<file path="src/shared/lda_cfg.svh">
`ifndef LDA_CFG_SVH
`define LDA_CFG_SVH

// register offsets on the plain register port
`define LDA_REG_CTRL 4'h0
`define LDA_REG_FF_OVERRIDE 4'h1
`define LDA_REG_VOUT_TARGET 4'h2
`define LDA_REG_TURNS 4'h3
`define LDA_REG_MAX_DUTY 4'h4
`define LDA_REG_GAINS 4'h5
`define LDA_REG_FLUX_LIMIT 4'h6
`define LDA_REG_BURST_ENTRY 4'h7
`define LDA_REG_BURST_VOUT 4'h8
`define LDA_REG_STATUS 4'h9
`define LDA_REG_FF_DUTY 4'hA
`define LDA_REG_VIN_TELEM 4'hB
`define LDA_REG_DUTY_OUT 4'hC

// reset values
`define LDA_RST_CTRL 14'h0000
`define LDA_RST_TURNS 8'h10
`define LDA_RST_MAX_DUTY 16'hFF00
`define LDA_RST_GAINS 16'h8844
`define LDA_RST_FLUX_LIMIT 16'h0100

// current enable thresholds, 1/16 A per lsb
`define LDA_CB_THR_0A 10'h000
`define LDA_CB_THR_3A 10'h030
`define LDA_CB_THR_5A 10'h050

// tolerances, hysteresis, step counts and full-scale duty
`define LDA_FLUX_TOL 22'h000040
`define LDA_BURST_HYST 10'h010
`define LDA_SHARE_TOL 9'h008
`define LDA_SHARE_DIV 4'hF
`define LDA_DIV_STEPS 5'h10
`define LDA_DUTY_FULL 16'hFFFF

`endif

</file>
<file path="src/shared/lda_pkg.sv">
package lda_pkg;
    // input-voltage source choice
    typedef enum logic [1:0] {
        SRC_RECT_PRIMARY,
        SRC_RECT_SECONDARY,
        SRC_TELEMETRY,
        SRC_OVERRIDE
    } lda_src_type;

    // converter topology
    typedef enum logic [1:0] {
        TOPO_HALF_BRIDGE,
        TOPO_FULL_BRIDGE,
        TOPO_ACF,
        TOPO_BUCK
    } lda_topo_type;

    // light-load state
    typedef enum logic [1:0] {
        ST_RUN,
        ST_BURST_OFF,
        ST_BURST_ON
    } lda_state_type;

    typedef logic [15:0] lda_duty_type;
    typedef logic [10:0] lda_volt_type;
    typedef logic [8:0] lda_amp_type;
endpackage

</file>
<file path="src/rtl/lda_duty_aug.sv">
// The strobed register port and the placing of the registers were chosen for this implementation.
`timescale 1ns/1ps
`include "lda_cfg.svh"
module lda_duty_aug (
    input wire logic clock,
    input wire logic reset,
    input wire logic [3:0] reg_addr,
    input wire logic [15:0] reg_wdata,
    input wire logic reg_write,
    input wire logic reg_read,
    input wire lda_pkg::lda_volt_type rect_sense_primary,
    input wire lda_pkg::lda_volt_type rect_sense_secondary,
    input wire lda_pkg::lda_volt_type input_telemetry_sense,
    input wire lda_pkg::lda_volt_type vout_sense,
    input wire lda_pkg::lda_duty_type pid_duty,
    input wire lda_pkg::lda_amp_type phase_current_a,
    input wire lda_pkg::lda_amp_type phase_current_b,
    input wire lda_pkg::lda_amp_type share_bus_level,
    input wire logic sr_conducting,
    input wire logic half_cycle_start,
    input wire logic rect_edge,
    output logic [15:0] reg_rdata,
    output lda_pkg::lda_duty_type duty_phase_a,
    output lda_pkg::lda_duty_type duty_phase_b,
    output logic switching_enable,
    output logic sr_enable,
    output logic pid_hold,
    output logic flux_fault,
    output logic edge_ref_low,
    output logic [7:0] share_current_source,
    output lda_pkg::lda_volt_type vin_telemetry
);
    import lda_pkg::*;

    typedef struct packed {
        lda_state_type state;
        logic [13:0] ctrl;
        lda_volt_type ff_rect_voltage_override;
        lda_volt_type vout_target;
        logic [7:0] turns;
        lda_duty_type max_duty;
        logic [15:0] gains;
        logic [15:0] flux_limit;
        logic [9:0] burst_entry;
        lda_volt_type burst_vout;
        logic [15:0] rdata;
        logic div_busy;
        logic [4:0] div_cnt;
        logic [15:0] div_rem;
        logic [14:0] div_den;
        lda_duty_type div_q;
        lda_volt_type div_vin;
        lda_duty_type ff_duty;
        logic signed [1:0][17:0] cb_integ;
        logic cb_active;
        logic half;
        logic [9:0] on_cnt;
        logic [20:0] vs_first;
        logic signed [21:0] flux_integ;
        logic [15:0] flux_cnt;
        logic flux_fault;
        lda_duty_type pid_frozen;
        logic [3:0] share_cnt;
        logic share_balanced;
        lda_duty_type duty_a;
        lda_duty_type duty_b;
        logic sw_en;
        logic sr_en;
        logic [7:0] share_out;
        lda_volt_type vin_telem;
    } lda_regs_type;

    lda_regs_type r;
    lda_regs_type next_r;

    // control field views
    lda_src_type ff_src;
    lda_topo_type topo;
    logic ff_en;
    logic cb_en;
    logic flux_en;
    logic burst_en;
    logic [1:0] cb_thr_sel;
    lda_src_type telem_src;
    logic ff_without_sr;

    assign ff_src = lda_src_type'(r.ctrl[1:0]);
    assign topo = lda_topo_type'(r.ctrl[3:2]);
    assign ff_en = r.ctrl[4];
    assign cb_en = r.ctrl[5];
    assign flux_en = r.ctrl[6];
    assign burst_en = r.ctrl[7];
    assign cb_thr_sel = r.ctrl[9:8];
    assign telem_src = lda_src_type'(r.ctrl[12:11]);
    assign ff_without_sr = r.ctrl[13];

    always_comb begin
        lda_volt_type vin_ff;
        logic [19:0] num;
        logic [16:0] rem2;
        logic [9:0] total;
        logic [9:0] cb_thr;
        logic signed [10:0] cb_err;
        logic signed [18:0] cb_corr [2];
        logic [20:0] vs_now;
        logic signed [21:0] vs_err;
        logic [21:0] vs_mag;
        logic signed [15:0] flux_corr;
        lda_duty_type pid_use;
        logic signed [19:0] base;
        logic signed [19:0] sum [2];
        logic [9:0] share_own;
        logic [8:0] share_diff;
        vin_ff = '0;
        num = '0;
        rem2 = '0;
        total = '0;
        cb_thr = '0;
        cb_err = '0;
        cb_corr[0] = '0;
        cb_corr[1] = '0;
        vs_now = '0;
        vs_err = '0;
        vs_mag = '0;
        flux_corr = '0;
        pid_use = '0;
        base = '0;
        sum[0] = '0;
        sum[1] = '0;
        share_own = '0;
        share_diff = '0;
        next_r = r;

        // register writes; the fault clear loses to a new fault below
        if (reg_write) begin
            if (reg_addr == `LDA_REG_CTRL) begin
                next_r.ctrl = reg_wdata[13:0];
            end else if (reg_addr == `LDA_REG_FF_OVERRIDE) begin
                next_r.ff_rect_voltage_override = reg_wdata[10:0];
            end else if (reg_addr == `LDA_REG_VOUT_TARGET) begin
                next_r.vout_target = reg_wdata[10:0];
            end else if (reg_addr == `LDA_REG_TURNS) begin
                next_r.turns = reg_wdata[7:0];
            end else if (reg_addr == `LDA_REG_MAX_DUTY) begin
                next_r.max_duty = reg_wdata;
            end else if (reg_addr == `LDA_REG_GAINS) begin
                next_r.gains = reg_wdata;
            end else if (reg_addr == `LDA_REG_FLUX_LIMIT) begin
                next_r.flux_limit = reg_wdata;
            end else if (reg_addr == `LDA_REG_BURST_ENTRY) begin
                next_r.burst_entry = reg_wdata[9:0];
            end else if (reg_addr == `LDA_REG_BURST_VOUT) begin
                next_r.burst_vout = reg_wdata[10:0];
            end else if (reg_addr == `LDA_REG_STATUS) begin
                if (reg_wdata[0]) begin
                    next_r.flux_fault = 1'b0;
                end
            end
        end

        // read data valid in the cycle after the strobe only
        next_r.rdata = 16'h0000;
        if (reg_read) begin
            if (reg_addr == `LDA_REG_CTRL) begin
                next_r.rdata = {2'h0, r.ctrl};
            end else if (reg_addr == `LDA_REG_FF_OVERRIDE) begin
                next_r.rdata = {5'h00, r.ff_rect_voltage_override};
            end else if (reg_addr == `LDA_REG_VOUT_TARGET) begin
                next_r.rdata = {5'h00, r.vout_target};
            end else if (reg_addr == `LDA_REG_TURNS) begin
                next_r.rdata = {8'h00, r.turns};
            end else if (reg_addr == `LDA_REG_MAX_DUTY) begin
                next_r.rdata = r.max_duty;
            end else if (reg_addr == `LDA_REG_GAINS) begin
                next_r.rdata = r.gains;
            end else if (reg_addr == `LDA_REG_FLUX_LIMIT) begin
                next_r.rdata = r.flux_limit;
            end else if (reg_addr == `LDA_REG_BURST_ENTRY) begin
                next_r.rdata = {6'h00, r.burst_entry};
            end else if (reg_addr == `LDA_REG_BURST_VOUT) begin
                next_r.rdata = {5'h00, r.burst_vout};
            end else if (reg_addr == `LDA_REG_STATUS) begin
                next_r.rdata = {10'h000, r.state, r.share_balanced, r.cb_active,
                    r.state != ST_RUN, r.flux_fault};
            end else if (reg_addr == `LDA_REG_FF_DUTY) begin
                next_r.rdata = r.ff_duty;
            end else if (reg_addr == `LDA_REG_VIN_TELEM) begin
                next_r.rdata = {5'h00, r.vin_telem};
            end else if (reg_addr == `LDA_REG_DUTY_OUT) begin
                next_r.rdata = r.duty_a;
            end
        end

        // feedforward input source
        case (ff_src)
            SRC_RECT_PRIMARY: vin_ff = rect_sense_primary;
            SRC_RECT_SECONDARY: vin_ff = rect_sense_secondary;
            SRC_TELEMETRY: vin_ff = input_telemetry_sense;
            default: vin_ff = r.ff_rect_voltage_override;
        endcase

        // telemetry source has its own selector
        case (telem_src)
            SRC_RECT_PRIMARY: next_r.vin_telem = rect_sense_primary;
            SRC_RECT_SECONDARY: next_r.vin_telem = rect_sense_secondary;
            SRC_TELEMETRY: next_r.vin_telem = input_telemetry_sense;
            default: next_r.vin_telem = r.ff_rect_voltage_override;
        endcase

        // nominal duty divide, started again when the sensed input has moved and no divide is running
        if (!r.div_busy && vin_ff != r.div_vin) begin
            next_r.div_vin = vin_ff;
            case (topo)
                // product widened first so turns times target cannot wrap
                TOPO_HALF_BRIDGE: num = {19'(r.turns) * 19'(r.vout_target), 1'b0};
                TOPO_BUCK: num = {5'h00, r.vout_target, 4'h0};
                default: num = {1'b0, 19'(r.turns) * 19'(r.vout_target)};
            endcase
            if (vin_ff == 11'h000 || num >= {1'b0, vin_ff, 4'h0}) begin
                next_r.ff_duty = `LDA_DUTY_FULL;
            end else begin
                next_r.div_busy = 1'b1;
                next_r.div_cnt = 5'h00;
                next_r.div_rem = num[15:0];
                next_r.div_den = {vin_ff, 4'h0};
                next_r.div_q = 16'h0000;
            end
        end else if (r.div_busy) begin
            // one quotient bit per clock, 16 clocks per result
            rem2 = {r.div_rem, 1'b0};
            if (rem2 >= {2'h0, r.div_den}) begin
                next_r.div_rem = 16'(rem2 - {2'h0, r.div_den});
                next_r.div_q = {r.div_q[14:0], 1'b1};
            end else begin
                next_r.div_rem = rem2[15:0];
                next_r.div_q = {r.div_q[14:0], 1'b0};
            end
            next_r.div_cnt = 5'(r.div_cnt + 5'h01);
            if (r.div_cnt == `LDA_DIV_STEPS - 5'h01) begin
                next_r.div_busy = 1'b0;
                next_r.ff_duty = next_r.div_q;
            end
        end

        // phase current balance
        total = {1'b0, phase_current_a} + {1'b0, phase_current_b};
        case (cb_thr_sel)
            2'h1: cb_thr = `LDA_CB_THR_3A;
            2'h2: cb_thr = `LDA_CB_THR_5A;
            default: cb_thr = `LDA_CB_THR_0A;
        endcase
        next_r.cb_active = cb_en && total > cb_thr;
        for (int p = 0; p < 2; p++) begin
            cb_err = $signed({2'h0, total[9:1]})
                - $signed({2'h0, (p == 0) ? phase_current_a : phase_current_b});
            if (!r.cb_active) begin
                next_r.cb_integ[p] = '0;
            end else if (half_cycle_start) begin
                next_r.cb_integ[p] = r.cb_integ[p] + 18'(cb_err >>> r.gains[7:4]);
            end
            cb_corr[p] = r.cb_active ? 19'(cb_err >>> r.gains[3:0])
                + 19'($signed(r.cb_integ[p]) >>> 4) : 19'sh00000;
        end

        // rectified-voltage high time per half cycle from the edge comparator
        if (half_cycle_start) begin
            next_r.on_cnt = 10'h000;
            next_r.half = !r.half;
            vs_now = 21'(r.on_cnt) * 21'(vin_ff);
            if (!r.half) begin
                next_r.vs_first = vs_now;
            end else begin
                vs_err = $signed({1'b0, r.vs_first}) - $signed({1'b0, vs_now});
                vs_mag = vs_err[21] ? 22'(-vs_err) : vs_err;
                if (flux_en) begin
                    next_r.flux_integ = r.flux_integ + (vs_err >>> r.gains[15:12]);
                    if (vs_mag > `LDA_FLUX_TOL) begin
                        next_r.flux_cnt = (r.flux_cnt == 16'hFFFF) ? r.flux_cnt
                            : 16'(r.flux_cnt + 16'h0001);
                    end else begin
                        next_r.flux_cnt = 16'h0000;
                    end
                end else begin
                    next_r.flux_integ = '0;
                    next_r.flux_cnt = 16'h0000;
                end
            end
        end else if (rect_edge && r.on_cnt != 10'h3FF) begin
            // 8 ns counting step, coarser than the comparator itself
            next_r.on_cnt = 10'(r.on_cnt + 10'h001);
        end
        // the fault set wins over a same-cycle software clear
        if (flux_en && r.flux_limit != 16'h0000 && r.flux_cnt >= r.flux_limit) begin
            next_r.flux_fault = 1'b1;
        end
        flux_corr = flux_en ? 16'(r.flux_integ >>> r.gains[11:8]) : 16'sh0000;

        // light-load burst sequencing, changes only at cycle boundaries
        case (r.state)
            ST_RUN: begin
                if (burst_en && total < r.burst_entry && half_cycle_start) begin
                    next_r.state = ST_BURST_OFF;
                    next_r.pid_frozen = pid_duty;
                end
            end
            ST_BURST_OFF: begin
                if (!burst_en || total >= 10'(r.burst_entry + `LDA_BURST_HYST)) begin
                    next_r.state = half_cycle_start ? ST_RUN : ST_BURST_OFF;
                end else if (vout_sense <= r.burst_vout && half_cycle_start) begin
                    next_r.state = ST_BURST_ON;
                end
            end
            ST_BURST_ON: begin
                if (!burst_en || total >= 10'(r.burst_entry + `LDA_BURST_HYST)) begin
                    next_r.state = half_cycle_start ? ST_RUN : ST_BURST_ON;
                end else if (vout_sense >= r.vout_target && half_cycle_start) begin
                    next_r.state = ST_BURST_OFF;
                end
            end
            default: next_r.state = ST_RUN;
        endcase
        next_r.sw_en = next_r.state != ST_BURST_OFF;
        next_r.sr_en = next_r.state == ST_RUN;

        // sum the enabled corrections with the compensator, feedforward only while sr_conducting or ff_without_sr, then clamp
        pid_use = (r.state == ST_RUN) ? pid_duty : r.pid_frozen;
        base = $signed({4'h0, pid_use});
        if (ff_en && (sr_conducting || ff_without_sr)) begin
            base = base + $signed({4'h0, r.ff_duty});
        end
        for (int p = 0; p < 2; p++) begin
            sum[p] = base + 20'(cb_corr[p]);
            sum[p] = r.half ? sum[p] - 20'(flux_corr) : sum[p] + 20'(flux_corr);
            if (sum[p] < 20'sh00000) begin
                sum[p] = 20'sh00000;
            end else if (sum[p] > $signed({4'h0, r.max_duty})) begin
                sum[p] = $signed({4'h0, r.max_duty});
            end
        end
        next_r.duty_a = sum[0][15:0];
        next_r.duty_b = sum[1][15:0];

        // share source follows load; bus level judged once per 16 half cycles
        next_r.share_out = total[9:2];
        share_own = {1'b0, r.share_out, 1'b0};
        if (half_cycle_start) begin
            next_r.share_cnt = 4'(r.share_cnt + 4'h1);
            if (r.share_cnt == `LDA_SHARE_DIV) begin
                share_diff = (share_own[8:0] > share_bus_level)
                    ? 9'(share_own[8:0] - share_bus_level)
                    : 9'(share_bus_level - share_own[8:0]);
                next_r.share_balanced = share_diff <= `LDA_SHARE_TOL;
            end
        end
    end

    // single state register, synchronous reset
    always_ff @(posedge clock) begin
        if (reset) begin
            r <= '0;
            r.state <= ST_RUN;
            r.ctrl <= `LDA_RST_CTRL;
            r.turns <= `LDA_RST_TURNS;
            r.max_duty <= `LDA_RST_MAX_DUTY;
            r.gains <= `LDA_RST_GAINS;
            r.flux_limit <= `LDA_RST_FLUX_LIMIT;
            r.sw_en <= 1'b1;
            r.sr_en <= 1'b1;
        end else begin
            r <= next_r;
        end
    end

    assign reg_rdata = r.rdata;
    assign duty_phase_a = r.duty_a;
    assign duty_phase_b = r.duty_b;
    assign switching_enable = r.sw_en;
    assign sr_enable = r.sr_en;
    assign pid_hold = r.state != ST_RUN; // decoded from the state flops
    assign flux_fault = r.flux_fault;
    assign edge_ref_low = r.ctrl[10];
    assign share_current_source = r.share_out;
    assign vin_telemetry = r.vin_telem;
endmodule // lda_duty_aug

</file>
<file path="config.mk">
export PLATFORM = sky130hd
export DESIGN_NAME = lda_duty_aug
export DESIGN_NICKNAME = d
export VERILOG_FILES = /design/src/shared/lda_pkg.sv /design/src/rtl/lda_duty_aug.sv
export VERILOG_INCLUDE_DIRS = /design/src /design/src/shared
export SDC_FILE = /design/constraint.sdc
export NUM_CORES = 2
export LEC_CHECK = 0
export CAP_MARGIN = 10
export CORE_MARGIN = 4
export CORE_UTILIZATION = 35
export CTS_CLUSTER_DIAMETER = 50
export DETAILED_ROUTE_END_ITERATION = 8
export DONT_BUFFER_PORTS = 1
export GPL_TIMING_DRIVEN = 0
export PLACE_DENSITY = 0.56
export SLEW_MARGIN = 20
export SYNTH_ARGS = -nofsm -noshare
export SYNTH_HDL_FRONTEND = slang
export SYNTH_SLANG_ARGS = --single-unit
</file>
<file path="constraint.sdc">
create_clock -name clock -period 13 [get_ports clock]
set_input_delay 1.95 -clock clock [delete_from_list [all_inputs] [get_ports clock]]
set_output_delay 1.95 -clock clock [all_outputs]
set_load 0.05 [all_outputs]
</file>
==> summary.md <==
| Metric | Value |
|---|---|
| Clock transition at path regs | 60 ps |
| Most frequent cell after synthesis | nand2_1 |
| Met3 Wirelength | between 10000 and 15000 um |
| Hold WC Path Type | register to register |
| Max-Cap Viols | 0 |
| Met2 Wirelength | 66200 um |
| Worst hold slack | 459 ps |
| Pleak | 19.6 nW |
| Final nets | 6073 |
| Worst Path Buf+Inv | 5 |
| # hold bufs at CTS | 0 |
| Main area contributors after synthesis | dfxtp_1 19%, ha_1 14%, fa_1 6.8% |
| Sink Count | 388 |
| CTS H-tree lvls | 3 |
| I/O pin count | 186 |
| Num CTS Buffers | 66 |
| Width of the die | about 350 um |
| Power Total | 4.77 mW |
| Fmax | 80.4 MHz |
| Clock buffer depth | 3 |
| Count of final setup violators | 0 |
| Growth of design area from synthesis to finish | 10.8% |
| Largest net degree at the start of global routing | 19 |
| Worst Tran Pin Value | 1180 ps |
| DR DRC count | 0 |
| Setup TNS | 0 ps |
| Antenna violations before repair | 12 |
| Final hold violations | 0 |
| Top-area cell type share of the netlist area | 0.189 |
| Register bit count reported by yosys | 388 |
| Max rail drop VDD | roughly 0.076 mV |
| Drt initial violations | 3610 |
| Vias | ~39k |
| Via density | about 5.6 |
| Run status | finished, final reports clean |
| Highest Signal Layer | met4 |
| Synth cell count leaders | 623 x nand2_1, 460 x nor2_1, 452 x ha_1 |
| Clock share of power | 0.384 |
| Most used DFF post-synth | dfxtp_1 |
| Int Power | ~3.0 mW |
| CORE AREA | 117000 um2 |
| Worst Path Required | 13530 ps |
| Layout cells sized above 1 | 0.0703 |
| Synthesized instance count | about 5.3k |
| Metal-1 WL | 69100 um |
| Cell Pwr Density | 105 nW/um2 |
| Register area share after synthesis | 0.189 |
| Flop pwr share | 0.268 |
| Slew headroom | 0.214 |
| Post-Layout Cell Count | 6958 |
| Number of synthesized flops with an enable pin | 0 |
| First-pass DRT Iterations | 7 |
| First-pass GRT wire length | between 200000 and 250000 um |
| Yosys warnings | 0 |
| GRT Residual Overflow | 0 |
| Critical path fanouts, max | 10 |
| Post-route ant nets | 0 |
| Unrepaired setup endpoints after global routing | false |
| Routed WL per cell | about 22 um |
| Vias in the first global route | 36.5k |
| Switching power | 1.81 mW |
| Synth area leader | dfxtp_1 |
| Clock root buffer | clkbuf_16 |
| CP top delay family | compound AO/OA/AOI/OAI gates |
| Post-Syn Area | 41200 um2 |
| Crit start category | input port |
| Layout Skew | 44.3 ps |
| CP Capture Type | register |
| DIE HEIGHT | 351 um |
| Synth cell types | 98 |
| Clk_lat worst skew | around 650 ps |
| Logic pwr share | 0.348 |
| DRT Wirelength | 153000 um |
| Ys async rst share | 0 |
| Period utilization | 0.957 |
| Syn Nets | 6007 |
| Final Util | 0.392 |
| Sw frac | 0.379 |
| Site Rows | 125 |
| Max stage delay cell, worst path | mux4_2 |
| Die area | around 120000 um2 |
| Crit path top cell by count | a21oi_1 |
| Final min period | 12440 ps |
| Port bufs | 0 |
| Initial core utilization | 0.354 |
| Syn Area/Cell | 7.77 um2 |
| Hpwl dp | 125000 um |
| Max-slew violation count | 0 |
| Delay of the slowest cell on the worst path | 550 ps |
| WS Path Type | input port to register |
| CTS tree | yes |
| Dpl cells | ~6.8k |
| GR Util All Layers | 0.243 |
| Worst EP arrival | around 13000 ps |
| GP Congestion | 0.991 |
==> tightest hold or removal path, stage by stage, from the launching register on <==
cell,delay [ps]
dfxtp_1,310
nand2_1,50
a21oi_1,50
==> sequential cells by signal (all words and copies together) (netlist names) <==
| register | count |
|---|---|
| duty_phase_a | 16 |
| reg_rdata | 16 |
| flux_fault | 1 |
| r | 308 |
| cb_en | 1 |
| ff_en | 1 |
| flux_en | 1 |
| edge_ref_low | 1 |
| ff_without_sr | 1 |
| switching_enable | 1 |
| sr_enable | 1 |
| share_current_source | 8 |
| duty_phase_b | 16 |
| cb_thr_sel | 2 |
| vin_telemetry | 11 |
| burst_en | 1 |
| ff_src | 2 |
==> layer usage <==
metal	global-route usage	vias to the layer above
met4	0.0815	0
li1	-	18700
met3	0.0494	241
met5	0	-
met2	0.377	1432
met1	0.337	18700
==> final cells by class <==
class / count / area (um2)
repair buffers: 3 / 22.5
flip-flops and latches: 388 / 7770
plain buffers: 345 / 1620
clock buffers: 78 / 1770
diodes: 15 / 37.5
inverters: 397 / 1490
clock inverters: 41 / 508
multi-input cells: 4167 / 30500
well taps: 1524 / 1910
fillers: 12000 / 70900
==> cells by family (layout without fill, tap and decap cells) <==
group,count (synthesis),count (layout),synth area share
DFF,388,388,0.189
xor gates and xnor gates,229,229,0.0487
and+or+nand+nor,1801,1801,0.204
muxes,247,247,0.0801
buffers and inverters,747,864,0.0756
adders and majority gates,591,591,0.205
other,0,15,0
AOI/OAI and AO/OA,1299,1299,0.198
==> cell usage in the layout (no fill, tap or decap), types with 47 or more instances in the layout <==
cell	n
mux4_2	47
clkbuf_1	237
dfxtp_1	388
nor2_1	459
a21o_1	79
mux2i_1	149
a21oi_1	440
inv_1	394
nor3_1	110
nand2_1	623
o21ai_0	293
and2_1	162
fa_1	139
ha_1	452
nor2b_1	62
buf_4	70
and3_1	50
xor2_1	75
o21a_1	63
clkbuf_16	68
xnor2_1	144
nand3_1	124
==> worst paths after layout <==
kind	from	depth (start not counted)	end	slack, ps
worst max register to register	ff_src[1]	43	r[111]	700
worst max-delay path	input_telemetry_sense[1]	41	r[111]	560
worst min-delay path	r[282]	2	r[282]	460
worst min register to register	r[282]	2	r[282]	460
==> power groups by stage <==
stage	logic, mW	registers [mW]	clock network, mW
2_1_floorplan	1.20	1.28	0
3_3_place_gp	1.60	1.30	0
3_5_place_dp	1.61	1.30	0
4_1_cts	1.62	1.28	1.86
5_1_grt	1.82	1.28	1.91
6_report	1.66	1.28	1.83
==> what timing repair did <==
action	CTS	global route
endpoints found under the hold margin	0	0
setup buffers	0	3
resized for setup	10	38
setup endpoints to repair	32	39
pin swaps	0	3
==> metrics by stage <==
stage / setup slack (ps) / cell area, um2
after floorplan: 1100 / 41200
after global placement: -2240 / 43100
after detailed placement: -2180 / 43100
after CTS: 26.3 / 45500
after global routing: 9.79 / 45600
final: 559 / 45700
(Power assumes the default switching activity.)
